File: src/shared/uul_defines.vh
// Constants for the user-unit and limit-switch reaction block.
// Assumes a 50 MHz system clock and word-aligned APB register access.
`ifndef UUL_DEFINES_VH
`define UUL_DEFINES_VH
// Register indices; the byte address is four times the index
`define UUL_IDX_POS_UNIT   16'h60A8
`define UUL_IDX_SPD_UNIT   16'h60A9
`define UUL_IDX_FACT_BASE  16'h6100
`define UUL_IDX_REACT      16'h6108
`define UUL_IDX_STATUS     16'h6109
`define UUL_IDX_LAT_FWD    16'h610A
`define UUL_IDX_LAT_REV    16'h610B
// Storage slots inside the configuration store
`define UUL_SLOT_POS       4'h0
`define UUL_SLOT_SPD       4'h1
`define UUL_SLOT_LAST      4'h9
`define UUL_SLOT_NONE      4'hF
// Field layout of the unit words
`define UUL_EXP_MSB        31
`define UUL_EXP_LSB        24
`define UUL_UNIT_MSB       23
`define UUL_UNIT_LSB       16
`define UUL_TIME_MSB       15
`define UUL_TIME_LSB       8
`define UUL_POS_MASK       32'hFFFF0000
`define UUL_SPD_MASK       32'hFFFFFF00
`define UUL_EXP_MAX        8'h06
`define UUL_EXP_MIN        8'hFA
// Reset values
`define UUL_RST_POS        32'hFF410000
`define UUL_RST_SPD        32'h00B44700
`define UUL_RST_FACT       32'h00000001
// Limit reaction codes, two's complement
`define UUL_RC_DISCARD     8'hFE
`define UUL_RC_NOTE        8'hFF
`define UUL_RC_OFF         8'h00
`define UUL_RC_SLOW_SOD    8'h01
`define UUL_RC_QUICK_SOD   8'h02
`define UUL_RC_SLOW_QSA    8'h05
`define UUL_RC_QUICK_QSA   8'h06
// Status word layout
`define UUL_WARN_BIT       7
// Control cycle timing
`define UUL_CLK_HZ         50000000
`define UUL_CYCLE_US       1000
`define UUL_CYCLE_CLKS     (`UUL_CYCLE_US * (`UUL_CLK_HZ / 1000000))
`endif

File: src/uul_tick.v
// Control-cycle enable: one pulse every CYCLE_CLKS system clocks.
// Assumes CYCLE_CLKS is at least 2 and below 65536.
`timescale 1ns/10ps
module uul_tick #(
  parameter CYCLE_CLKS = 50000
) (
  input  wire        sys_clk_i,
  input  wire        arst_n_i,
  output reg         tick_o
);
  localparam [15:0] LAST = CYCLE_CLKS[15:0] - 16'h0001;
  reg [15:0] cnt;

  // Free-running divider
  always @(posedge sys_clk_i or negedge arst_n_i) begin
    if (!arst_n_i) begin
      cnt    <= 16'h0000;
      tick_o <= 1'b0;
    end else begin
      tick_o <= (cnt == LAST);
      cnt    <= (cnt == LAST) ? 16'h0000 : cnt + 16'h0001;
    end
  end
endmodule // uul_tick

File: src/uul_cfg_store.v
// Shadow and active copies of the unit words and scale factors.
// Assumes writes arrive already checked and with reserved bits cleared.
`timescale 1ns/10ps
`include "uul_defines.vh"
module uul_cfg_store (
  input  wire         sys_clk_i,
  input  wire         arst_n_i,
  input  wire         wr_i,
  input  wire [3:0]   wr_slot_i,
  input  wire [31:0]  wr_data_i,
  input  wire [3:0]   rd_slot_i,
  input  wire         apply_i,
  input  wire         vel_mode_i,
  output wire [31:0]  rd_data_o,
  output wire [319:0] act_o
);
  reg [31:0] shadow [0:9];
  reg [31:0] active [0:9];
  integer i;

  // Reads see the shadow so software gets back what it wrote
  assign rd_data_o = (rd_slot_i <= `UUL_SLOT_LAST) ? shadow[rd_slot_i] : 32'h00000000;

  genvar g;
  generate
    for (g = 0; g < 10; g = g + 1) begin : g_out
      assign act_o[g*32 +: 32] = active[g];
    end
  endgenerate

  // Shadow takes writes at once; active follows only outside operation
  always @(posedge sys_clk_i or negedge arst_n_i) begin
    if (!arst_n_i) begin
      for (i = 0; i < 10; i = i + 1) begin
        shadow[i] <= `UUL_RST_FACT;
        active[i] <= `UUL_RST_FACT;
      end
      shadow[0] <= `UUL_RST_POS;
      active[0] <= `UUL_RST_POS;
      shadow[1] <= `UUL_RST_SPD;
      active[1] <= `UUL_RST_SPD;
    end else begin
      if (wr_i && wr_slot_i <= `UUL_SLOT_LAST) begin
        shadow[wr_slot_i] <= wr_data_i;
      end
      if (apply_i) begin
        for (i = 0; i < 10; i = i + 1) begin
          active[i] <= shadow[i];
        end
      end
      if (vel_mode_i) begin
        active[1] <= `UUL_RST_SPD;
      end
    end
  end
endmodule // uul_cfg_store

File: src/uul_top.v
// User-unit configuration and limit-switch reaction, APB register slave.
// Assumes all inputs are synchronous to sys_clk_i; the power state
// machine outside follows the request outputs.
// Functional notes
// - Position word: unit 23..16, exponent 31..24.
// - Speed word: time, position unit, exponent.
// - Velocity mode forces rpm speed unit.
// - Speed factor is numerator over denominator.
// - Acceleration factor numerator over denominator.
// - Jerk factor numerator over denominator.
// - Limit trip latches position, sets warning.
// - Code -2 discards latched position.
// - Code -1 only keeps the position.
// - Code 0 cuts driver, switch on disabled.
// - Codes 1/2 ramp then switch on disabled.
// - Codes 5/6 ramp then quick stop active.
// - Block travel past latch except -1/-2.
// - Warning clear depends on reaction code.
// - Leave quick stop on quick-stop rising edge.
// - Writing -2 erases all latched positions.
// - Unit changes wait until operation left, except the velocity-mode speed unit.
// - Position unit codes from fixed table.
// - Exponent two's complement, -6 to +6.
`timescale 1ns/10ps
`include "uul_defines.vh"
module uul_top #(
  parameter CYCLE_CLKS = `UUL_CYCLE_CLKS
) (
  input  wire         sys_clk_i,
  input  wire         arst_n_i,
  input  wire         psel_i,
  input  wire         penable_i,
  input  wire         pwrite_i,
  input  wire [17:0]  paddr_i,
  input  wire [31:0]  pwdata_i,
  output reg  [31:0]  prdata_o,
  output reg          pready_o,
  output reg          pslverr_o,
  input  wire         op_en_i,
  input  wire         vel_mode_i,
  input  wire         qs_bit_i,
  input  wire         standstill_i,
  input  wire         lim_fwd_i,
  input  wire         lim_rev_i,
  input  wire [31:0]  pos_i,
  output reg          drv_off_o,
  output reg          brake_o,
  output reg          brake_quick_o,
  output reg          req_sod_o,
  output reg          req_qsa_o,
  output reg          blk_fwd_o,
  output reg          blk_rev_o,
  output reg          warn_o,
  output wire [319:0] act_cfg_o
);
  localparam [3:0] ST_RUN = 4'b0001;
  localparam [3:0] ST_BRK = 4'b0010;
  localparam [3:0] ST_SOD = 4'b0100;
  localparam [3:0] ST_QSA = 4'b1000;

  reg  [3:0]  state;
  reg  [3:0]  next_state;
  reg  [7:0]  react;
  reg         to_qsa;
  reg         lim_fwd_q;
  reg         lim_rev_q;
  reg         qs_q;
  reg  [31:0] lat_fwd;
  reg  [31:0] lat_rev;
  reg         vld_fwd;
  reg         vld_rev;
  reg         warn_fwd;
  reg         next_warn;
  wire        tick;
  wire [31:0] store_rd;
  wire [15:0] idx;
  wire [3:0]  slot;
  wire        mapped;
  wire        wr_ok;
  wire        access;
  wire        commit;
  wire        evt_fwd;
  wire        evt_rev;
  wire        evt;
  wire        rc_discard;
  wire        rc_blocks;
  wire        qs_rise;
  wire        warn_clr;
  wire [31:0] status;

  // Known position unit codes
  function unit_ok;
    input [7:0] u;
    begin
      case (u)
        8'h01, 8'hC1, 8'hC2, 8'h40, 8'h10, 8'h41, 8'h42, 8'h43,
        8'hB4, 8'hB5, 8'hAC, 8'hC0, 8'h00: unit_ok = 1'b1;
        default: unit_ok = 1'b0;
      endcase
    end
  endfunction

  // Known time unit codes
  function time_ok;
    input [7:0] t;
    begin
      case (t)
        8'h03, 8'h47, 8'h48, 8'h49, 8'h4A: time_ok = 1'b1;
        default: time_ok = 1'b0;
      endcase
    end
  endfunction

  // Exponent within plus or minus six
  function exp_ok;
    input [7:0] e;
    begin
      exp_ok = ($signed(e) <= $signed(`UUL_EXP_MAX)) &&
               ($signed(e) >= $signed(`UUL_EXP_MIN));
    end
  endfunction

  // Legal reaction codes
  function rc_ok;
    input [7:0] c;
    begin
      case (c)
        `UUL_RC_DISCARD, `UUL_RC_NOTE, `UUL_RC_OFF, `UUL_RC_SLOW_SOD,
        `UUL_RC_QUICK_SOD, `UUL_RC_SLOW_QSA, `UUL_RC_QUICK_QSA: rc_ok = 1'b1;
        default: rc_ok = 1'b0;
      endcase
    end
  endfunction

  // Register index to store slot
  function [3:0] slot_of;
    input [15:0] x;
    begin
      if (x == `UUL_IDX_POS_UNIT) begin
        slot_of = `UUL_SLOT_POS;
      end else if (x == `UUL_IDX_SPD_UNIT) begin
        slot_of = `UUL_SLOT_SPD;
      end else if (x >= `UUL_IDX_FACT_BASE && x < `UUL_IDX_REACT) begin
        slot_of = x[3:0] + 4'h2;
      end else begin
        slot_of = `UUL_SLOT_NONE;
      end
    end
  endfunction

  uul_tick #(
    .CYCLE_CLKS (CYCLE_CLKS)
  ) u_tick (
    .sys_clk_i (sys_clk_i),
    .arst_n_i  (arst_n_i),
    .tick_o    (tick)
  );

  // Unit words and factor pairs: speed, accel, jerk, velocity scale
  uul_cfg_store u_store (
    .sys_clk_i  (sys_clk_i),
    .arst_n_i   (arst_n_i),
    .wr_i       (commit && slot != `UUL_SLOT_NONE),
    .wr_slot_i  (slot),
    .wr_data_i  (slot == `UUL_SLOT_POS ? (pwdata_i & `UUL_POS_MASK) :
                 slot == `UUL_SLOT_SPD ? (pwdata_i & `UUL_SPD_MASK) :
                 pwdata_i),
    .rd_slot_i  (slot),
    .apply_i    (!op_en_i),
    .vel_mode_i (vel_mode_i),
    .rd_data_o  (store_rd),
    .act_o      (act_cfg_o)
  );

  // APB decode; reads have one wait state so prdata comes from a flop
  assign idx    = paddr_i[17:2];
  assign slot   = slot_of(idx);
  assign mapped = (slot != `UUL_SLOT_NONE) || idx == `UUL_IDX_REACT ||
                  idx == `UUL_IDX_STATUS || idx == `UUL_IDX_LAT_FWD ||
                  idx == `UUL_IDX_LAT_REV;
  assign access = psel_i && penable_i;
  assign commit = access && pready_o && pwrite_i && wr_ok;

  // Write checks; zero denominators are refused too
  assign wr_ok =
    (slot == `UUL_SLOT_POS) ?
      unit_ok(pwdata_i[`UUL_UNIT_MSB:`UUL_UNIT_LSB]) &&
      exp_ok(pwdata_i[`UUL_EXP_MSB:`UUL_EXP_LSB]) :
    (slot == `UUL_SLOT_SPD) ?
      unit_ok(pwdata_i[`UUL_UNIT_MSB:`UUL_UNIT_LSB]) &&
      time_ok(pwdata_i[`UUL_TIME_MSB:`UUL_TIME_LSB]) &&
      exp_ok(pwdata_i[`UUL_EXP_MSB:`UUL_EXP_LSB]) :
    (slot != `UUL_SLOT_NONE) ? (!slot[0] || pwdata_i != 32'h00000000) :
    (idx == `UUL_IDX_REACT) ? rc_ok(pwdata_i[7:0]) : 1'b0;

  assign status = {20'h00000, state, warn_o, 5'h00, vld_rev, vld_fwd};

  // Bus answer
  always @(posedge sys_clk_i or negedge arst_n_i) begin
    if (!arst_n_i) begin
      pready_o  <= 1'b0;
      pslverr_o <= 1'b0;
      prdata_o  <= 32'h00000000;
    end else begin
      pready_o  <= access && !pready_o;
      pslverr_o <= access && !pready_o && (pwrite_i ? !wr_ok : !mapped);
      if (access && !pready_o && !pwrite_i) begin
        if (slot != `UUL_SLOT_NONE) begin
          prdata_o <= store_rd;
        end else if (idx == `UUL_IDX_REACT) begin
          prdata_o <= {{24{react[7]}}, react};
        end else if (idx == `UUL_IDX_STATUS) begin
          prdata_o <= status;
        end else if (idx == `UUL_IDX_LAT_FWD) begin
          prdata_o <= lat_fwd;
        end else if (idx == `UUL_IDX_LAT_REV) begin
          prdata_o <= lat_rev;
        end else begin
          prdata_o <= 32'h00000000;
        end
      end
    end
  end

  // Reaction code, default is note-only
  always @(posedge sys_clk_i or negedge arst_n_i) begin
    if (!arst_n_i) begin
      react <= `UUL_RC_NOTE;
    end else if (commit && idx == `UUL_IDX_REACT) begin
      react <= pwdata_i[7:0];
    end
  end

  // Switch edges are looked for once per control cycle only
  assign evt_fwd    = tick && lim_fwd_i && !lim_fwd_q;
  assign evt_rev    = tick && lim_rev_i && !lim_rev_q;
  assign evt        = evt_fwd || evt_rev;
  assign rc_discard = (react == `UUL_RC_DISCARD);
  assign rc_blocks  = !rc_discard && react != `UUL_RC_NOTE;
  assign qs_rise    = qs_bit_i && !qs_q;

  // Latched limit positions; -2 erases them and keeps them erased
  always @(posedge sys_clk_i or negedge arst_n_i) begin
    if (!arst_n_i) begin
      lim_fwd_q <= 1'b0;
      lim_rev_q <= 1'b0;
      qs_q      <= 1'b1; // Idle level of the bit, so no false edge after reset
      lat_fwd   <= 32'h00000000;
      lat_rev   <= 32'h00000000;
      vld_fwd   <= 1'b0;
      vld_rev   <= 1'b0;
    end else begin
      qs_q <= qs_bit_i;
      if (tick) begin
        lim_fwd_q <= lim_fwd_i;
        lim_rev_q <= lim_rev_i;
      end
      if (evt_fwd) begin
        lat_fwd <= pos_i;
      end
      if (evt_rev) begin
        lat_rev <= pos_i;
      end
      if (rc_discard) begin
        vld_fwd <= 1'b0;
        vld_rev <= 1'b0;
      end else begin
        vld_fwd <= vld_fwd || evt_fwd;
        vld_rev <= vld_rev || evt_rev;
      end
    end
  end

  // Warning clears on release for -2, else on return to the latch
  assign warn_clr = rc_discard ? (!lim_fwd_i && !lim_rev_i) :
                    (!lim_fwd_i && !lim_rev_i &&
                     (warn_fwd ? $signed(pos_i) <= $signed(lat_fwd)
                               : $signed(pos_i) >= $signed(lat_rev)));

  always @* begin
    next_warn = evt || (warn_o && !warn_clr);
  end

  always @(posedge sys_clk_i or negedge arst_n_i) begin
    if (!arst_n_i) begin
      warn_o   <= 1'b0;
      warn_fwd <= 1'b0;
    end else begin
      warn_o <= next_warn;
      if (evt) begin
        warn_fwd <= evt_fwd;
      end
    end
  end

  // Travel past a kept latch is blocked, the way back stays open
  always @(posedge sys_clk_i or negedge arst_n_i) begin
    if (!arst_n_i) begin
      blk_fwd_o <= 1'b0;
      blk_rev_o <= 1'b0;
    end else begin
      blk_fwd_o <= rc_blocks && vld_fwd && $signed(pos_i) >= $signed(lat_fwd);
      blk_rev_o <= rc_blocks && vld_rev && $signed(pos_i) <= $signed(lat_rev);
    end
  end

  // Reaction sequence toward the outer power state machine
  always @* begin
    next_state = state;
    case (state)
      ST_RUN: begin
        if (evt && op_en_i && rc_blocks) begin
          next_state = (react == `UUL_RC_OFF) ? ST_SOD : ST_BRK;
        end
      end
      ST_BRK: begin
        if (standstill_i) begin
          next_state = to_qsa ? ST_QSA : ST_SOD;
        end
      end
      ST_SOD: begin
        if (!op_en_i) begin
          next_state = ST_RUN;
        end
      end
      ST_QSA: begin
        if (qs_rise) begin
          next_state = ST_RUN;
        end
      end
      default: next_state = ST_RUN;
    endcase
  end

  // Ramp choice is frozen at the trip so a later code write cannot flip it
  always @(posedge sys_clk_i or negedge arst_n_i) begin
    if (!arst_n_i) begin
      state         <= ST_RUN;
      to_qsa        <= 1'b0;
      drv_off_o     <= 1'b0;
      brake_o       <= 1'b0;
      brake_quick_o <= 1'b0;
      req_sod_o     <= 1'b0;
      req_qsa_o     <= 1'b0;
    end else begin
      state     <= next_state;
      brake_o   <= (next_state == ST_BRK);
      req_sod_o <= (next_state == ST_SOD);
      req_qsa_o <= (next_state == ST_QSA);
      if (state == ST_RUN && next_state != ST_RUN) begin
        to_qsa        <= (react == `UUL_RC_SLOW_QSA) || (react == `UUL_RC_QUICK_QSA);
        brake_quick_o <= (react == `UUL_RC_QUICK_SOD) || (react == `UUL_RC_QUICK_QSA);
        drv_off_o     <= (react == `UUL_RC_OFF);
      end else if (next_state == ST_RUN) begin
        drv_off_o     <= 1'b0;
        brake_quick_o <= 1'b0;
      end
    end
  end
endmodule // uul_top

File: config.mk
export PLATFORM = sky130hd
export DESIGN_NAME = uul_top
export DESIGN_NICKNAME = d
export VERILOG_FILES = /design/src/uul_tick.v /design/src/uul_cfg_store.v /design/src/uul_top.v
export VERILOG_INCLUDE_DIRS = /design/src /design/src/shared
export SDC_FILE = /design/constraint.sdc
export NUM_CORES = 1
export LEC_CHECK = 0
export ABC_CLOCK_PERIOD_IN_PS = 2300
export BUFFER_PORTS_ARGS = -buffer_cell sky130_fd_sc_hd__buf_2
export CORE_UTILIZATION = 53
export CTS_BUF_LIST = sky130_fd_sc_hd__clkbuf_4 sky130_fd_sc_hd__clkbuf_8 sky130_fd_sc_hd__clkbuf_16
export DETAILED_ROUTE_END_ITERATION = 10
export HOLD_SLACK_MARGIN = 0.08
export PLACE_DENSITY = 0.77
export SLEW_MARGIN = 20
export SYNTH_ARGS = -nofsm -noshare
export SYNTH_HDL_FRONTEND = slang
export SYNTH_SLANG_ARGS = --single-unit
export TNS_END_PERCENT = 30
File: constraint.sdc
create_clock -name sys_clk_i -period 2.3 [get_ports sys_clk_i]
set_input_delay 0.46 -clock sys_clk_i [delete_from_list [all_inputs] [get_ports sys_clk_i]]
set_output_delay 0.46 -clock sys_clk_i [all_outputs]
set_load 0.01 [all_outputs]
-- Word-level counts from Yosys, hierarchy flattened
Cells that the tools add are included.
W data, S select, Z words.
- input port bits: 93
- flip-flop bits (word level): 782
- word-level logic and storage cells: 211
- output and inout port bits: 362
- $add $sub $neg: 2
- reduce and logical (&&, ||, !) cells: 64
- bitwise operators: 1
- order comparisons: 11
- multiplexer cells: 42
- eq/ne operators: 47
- operator list (operator ; count):
    $bwmux W320 ; 1
    $mux W32 ; 10
    $mux W288 ; 1
    $bmux W32 S4 ; 1
    $demux W32 S4 ; 1
    $eq A16 B15 Y1 const B ; 6
    $eq A8 B8 Y1 const B ; 9
    $eq A8 B7 Y1 const B ; 8
    $ge A32 B32 Y1 ; 2
    $le A32 B32 Y1 ; 2
    $eq A8 B3 Y1 const B ; 4
    $logic_and A1 B1 Y1 ; 32
    $mux W16 ; 2
    $mux W4 ; 8
    $reduce_bool A32 Y1 ; 1
    $eq A8 B2 Y1 const B ; 3
    $logic_not A8 Y1 ; 3
    $add A16 B1 Y16 const B ; 1
    $eq A16 B16 Y1 const B ; 1
    $eq A8 B1 Y1 const B ; 2
    $ge A16 B15 Y1 const B ; 1
    $lt A16 B15 Y1 const B ; 1
    $pmux W4 S4 ; 1
    $mux W1 ; 15
    25 further kinds ; 51

-- Logic depth before layout (Yosys ltp)
- depth after elaboration: 13
- gate-level depth with buffers: 12
- mapped depth without buffers: 9

-- Hierarchy
From an unflattened synthesis, not the netlist that was laid out.
- cells, all modules: 2577
- area total of the unflattened synthesis: 35362.7 sq um
- modules (own cells, without submodules) (module ; cells each ; sequential area each (sq um) ; instances ; area each (sq um)):
    uul_cfg_store ; 1696 ; 16080.4 ; 1 ; 26832.0
    uul_top ; 813 ; 3140.5 ; 1 ; 7743.7
    uul_tick ; 68 ; 425.4 ; 1 ; 787.0

-- Worst setup path after synthesis
Ideal clock, no wire load.
- path kind: input to register
- from: input port paddr_i[3]
- to: register u_store.shadow[272] (netlist name)
- stages: 9
- buffers on the path: 2
- arrival: 2.790 ns
- slack: -0.618 ns
- data required time: 2.172 ns
- library setup time: 0.128 ns
- path through: buf_2 or3b_1 o21ai_2 nand2_1 a31oi_1 a21o_1 nor4b_4 buf_6 mux2_1
- word-level cells in the longest chain between the ends: 13
- elaborated cells between the ends (all ways): 30
- classes of those cells: add/sub (1); order compare (5); eq/ne (5); mux (10); bitwise (1); reduce/logical (8)
- RTL lines (what ; line ; source):
    start, declared ; uul_top.v:34 ; input wire [17:0] paddr_i,
    branches (longest 13 deep; another with $ge A16 B15 Y1) ; -- ;
    end signal, assigned by index ; uul_cfg_store.v:35 ; shadow[i] <= `UUL_RST_FACT;
    end signal, assigned by index ; uul_cfg_store.v:44 ; shadow[wr_slot_i] <= wr_data_i;
    end, declared ; uul_cfg_store.v:17 ; reg [31:0] shadow [0:9];
Parallel ways; which one is timed is not known.
A chain may end at the register's enable or synchronous reset.

-- Worst setup path after layout
- from: input port paddr_i[7]
- to: register u_store.shadow[2] (netlist name)
Same word-level chain as after synthesis.

==> flow_metrics.env <==
export IMPL_status="finished with violations"
export IMPL_violations="negative setup slack"
export IMPL_p_leak_nw=23.5
export IMPL_drt_vias_per_instance=6.04
export IMPL_startpoint_type="primary input"
export IMPL_hold_path_startpoint="lim_rev_i"
export IMPL_setup_ws_ns=-0.234
export IMPL_criticalPathCategory="primary input to flip-flop"
export IMPL_ioPinCount=455
export IMPL_cts_buffers=81
export IMPL_cts_root_buffer_cell="clkbuf_16"
export IMPL_syn_nets=3083
export IMPL_fin_skew_ns=0.0349
export IMPL_crit_arrival_ns=3.04
export IMPL_syn_inst=2923
export IMPL_seq_area_sq_mm=0.0196
export IMPL_report_final_slew_viol_count=0
export IMPL_grt_usage_pct=35.2
export IMPL_period_share_pct=110
export IMPL_syn_area_sq_mm=0.0352
export IMPL_max_cap_violations=0
export IMPL_worstRegToRegCells=9
export IMPL_cp_max_fo=8
export IMPL_start_util_pct=53.5
export IMPL_drt_initial_drc_count=2857
export IMPL_final_util_pct=70.1
export IMPL_layout_drive_gt1_share_pct=47.7
export IMPL_netlist_area_leader_share_pct=51.2
export IMPL_tritoncts="yes"
export IMPL_vias=27800
export IMPL_die_w_um=260
export IMPL_layout_commonest_cell="dfrtp_1"
export IMPL_multiInputGateArea_sq_mm=0.0158
export IMPL_cts_path_max_buffers=3
export IMPL_setup_viol=219
export IMPL_min_period_ns=2.53
export IMPL_setup_worst_path_end_class="flip-flop"
export IMPL_synth_edf_count=0
export IMPL_r2r_end="warn_o"
export IMPL_overflow=0
export IMPL_critical_path_startpoint="paddr_i[7]"
export IMPL_required_ns=2.81
export IMPL_yosysTopAreaCell="dfrtp_1"
export IMPL_drtAntennaViolNets=0
export IMPL_max_freq_ghz=0.395
export IMPL_dp_hpwl_mm=85.2
export IMPL_clk_pin_slew_worst_paths_ns=0.06
export IMPL_synth_adder_area_share_pct=2.38
export IMPL_worstHoldPathType="primary input to flip-flop"
export IMPL_dieArea_sq_mm=0.0674
export IMPL_die_height_um=260
export IMPL_power_mw=30.1
export IMPL_yosys_warnings=0
export IMPL_worstMarginPinSlew_ns=0.739
export IMPL_async_flop_share_pct=100
export IMPL_dr_pass1_iters=7
export IMPL_port_buffers=452
export IMPL_core_sq_mm=0.0657
export IMPL_fin_cells=4601
export IMPL_yosys_area_share_simple_pct=9.14
export IMPL_yosys_mux_area_fraction_pct=21.1
export IMPL_synth_compound_area_share_pct=8.14
export IMPL_drc=0
export IMPL_synth_xor_area_share_pct=0.324
export IMPL_clock_sinks=782
export IMPL_wl_per_cell_um=26.7
export IMPL_critPathCapture="u_store.shadow[2]"
export IMPL_yosys_register_bits=782
export IMPL_area_delta_synth_final_pct=31.0
export IMPL_clk_latency_ns=0.65
export IMPL_relSlewSlack_pct=50.8
export IMPL_wl_mm=123
export IMPL_synthTopCellsByArea="dfrtp_1, mux2_2, dfstp_2"
export IMPL_hold_violations=0
export IMPL_grt_pass1_vias=27300
export IMPL_fp_row_count=94
export IMPL_antenna_found_initial=6
export IMPL_vdd_drop_max_mv=0.522
export IMPL_synth_cell_type_count=72
export IMPL_rsz0062_at_grt="true"
export IMPL_regToRegSetupSlack_ns=-0.20
export IMPL_nets=3827
export IMPL_power_density_mw_per_mm2=653
export IMPL_rr_startpoint="lat_rev[14]"
export IMPL_synthFlopType="dfrtp_1"
export IMPL_globalplace_congestion=0.999
export IMPL_nFillCells=4462
export IMPL_ys_seq_area_share_pct=55.9
export IMPL_grt_pass1_wl_mm=175
export IMPL_htreeDepth=3
export IMPL_final_cell_mix="dfrtp_1, buf_2, mux2_2"
export IMPL_grt_max_degree=127
export IMPL_syn_area_per_cell_sq_um=12.0
export IMPL_placed_cells=4402
export IMPL_synth_top_family_by_area="multiplexers"
==> worst min path at each step <==
stage / depth (start not counted) / to
after floorplan: 0 / blk_fwd_o
after global placement: 1 / u_store.shadow[34]
after detailed placement: 1 / u_store.shadow[34]
after CTS: 2 / lim_rev_q
after global routing: 2 / lim_rev_q
final: 2 / lim_rev_q
==> sequential cells by signal, summed over array words and instances (netlist names), 4 cells and up <==
register	cells
lat_fwd	32
lat_rev	32
u_tick.cnt	16
state	4
react	8
prdata_o	32
u_store.act_o	320
u_store.shadow	320
==> cells by family after synthesis <==
group                    count (synthesis)
multiplexers                           662
XOR/XNOR                                13
AND/OR/NAND/NOR                        670
buffers and inverters                  264
AO/OA/AOI/OAI                          465
adder cells (fa/ha/maj)                 67
flip-flops                             782
==> area by class of cell <==
cell class | instances | area share, %
multi-input combinational | 1877 | 34.4
timing repair buffer | 848 | 13.6
tap | 864 | 2.35
clock inverter | 29 | 0.836
clock buffer | 123 | 5.51
inverter | 77 | 0.627
sequential | 782 | 42.6
antenna | 1 | 0.00543
==> what timing repair did <==
action                     in CTS  in global routing
hold endpoints to repair      199                  0
setup endpoints to repair     355                358
gates cloned                   10                  7
hold buffers                    2                  0
buffers inserted               18                 15
pin swaps                      15                 24
resized for setup             164                175
==> per-stage QoR <==
stage                     instance area (sq um)  setup WS, ns  hold slack, ns  setup TNS, ns
after global placement                    41100         -1.23           0.314        -319.25
after global routing                      46100        -0.272           0.121         -30.81
after floorplan                           35400        -0.541           0.164        -127.60
final                                     46100        -0.234           0.116         -21.95
after detailed placement                  41100         -1.30           0.311        -347.54
after CTS                                 45100        -0.159          0.0828         -11.15
==> metal layers <==
metal | share of wire, % | GRT usage [%] | vias up
li1 | - | - | 11900
met1 | 38 | 45.7 | 14000
met2 | 47 | 55.4 | 1520
met3 | 9.7 | 8.71 | 335
met4 | 5.4 | 16.9 | 10
met5 | 0.061 | 0 | -
==> power by group <==
part           internal (mW)  switching (mW)  total (mW)
clock network           8.46            5.72        14.2
logic                  0.698            1.18        1.88
registers               13.9           0.134        14.0
==> Yosys cell counts, drive strengths merged, types with 62 or more instances <==
cell      n
dfrtp   720
o21ai   177
mux2i    67
a21oi    99
nand2   300
mux2    595
nor2b    70
ha       67
dfstp    62
clkbuf  141
nor2    102
inv      77
==> worst max-delay path, cell delays in order <==
cell	delay [ns]
buf_8	0.10
or4b_4	0.61
or3_4	0.38
a211oi_4	0.26
a31oi_2	0.08
a21o_1	0.23
buf_6	0.13
nand4_1	0.11
buf_6	0.17
buf_12	0.18
mux2_4	0.32
Power figures use the tool's default switching activity.
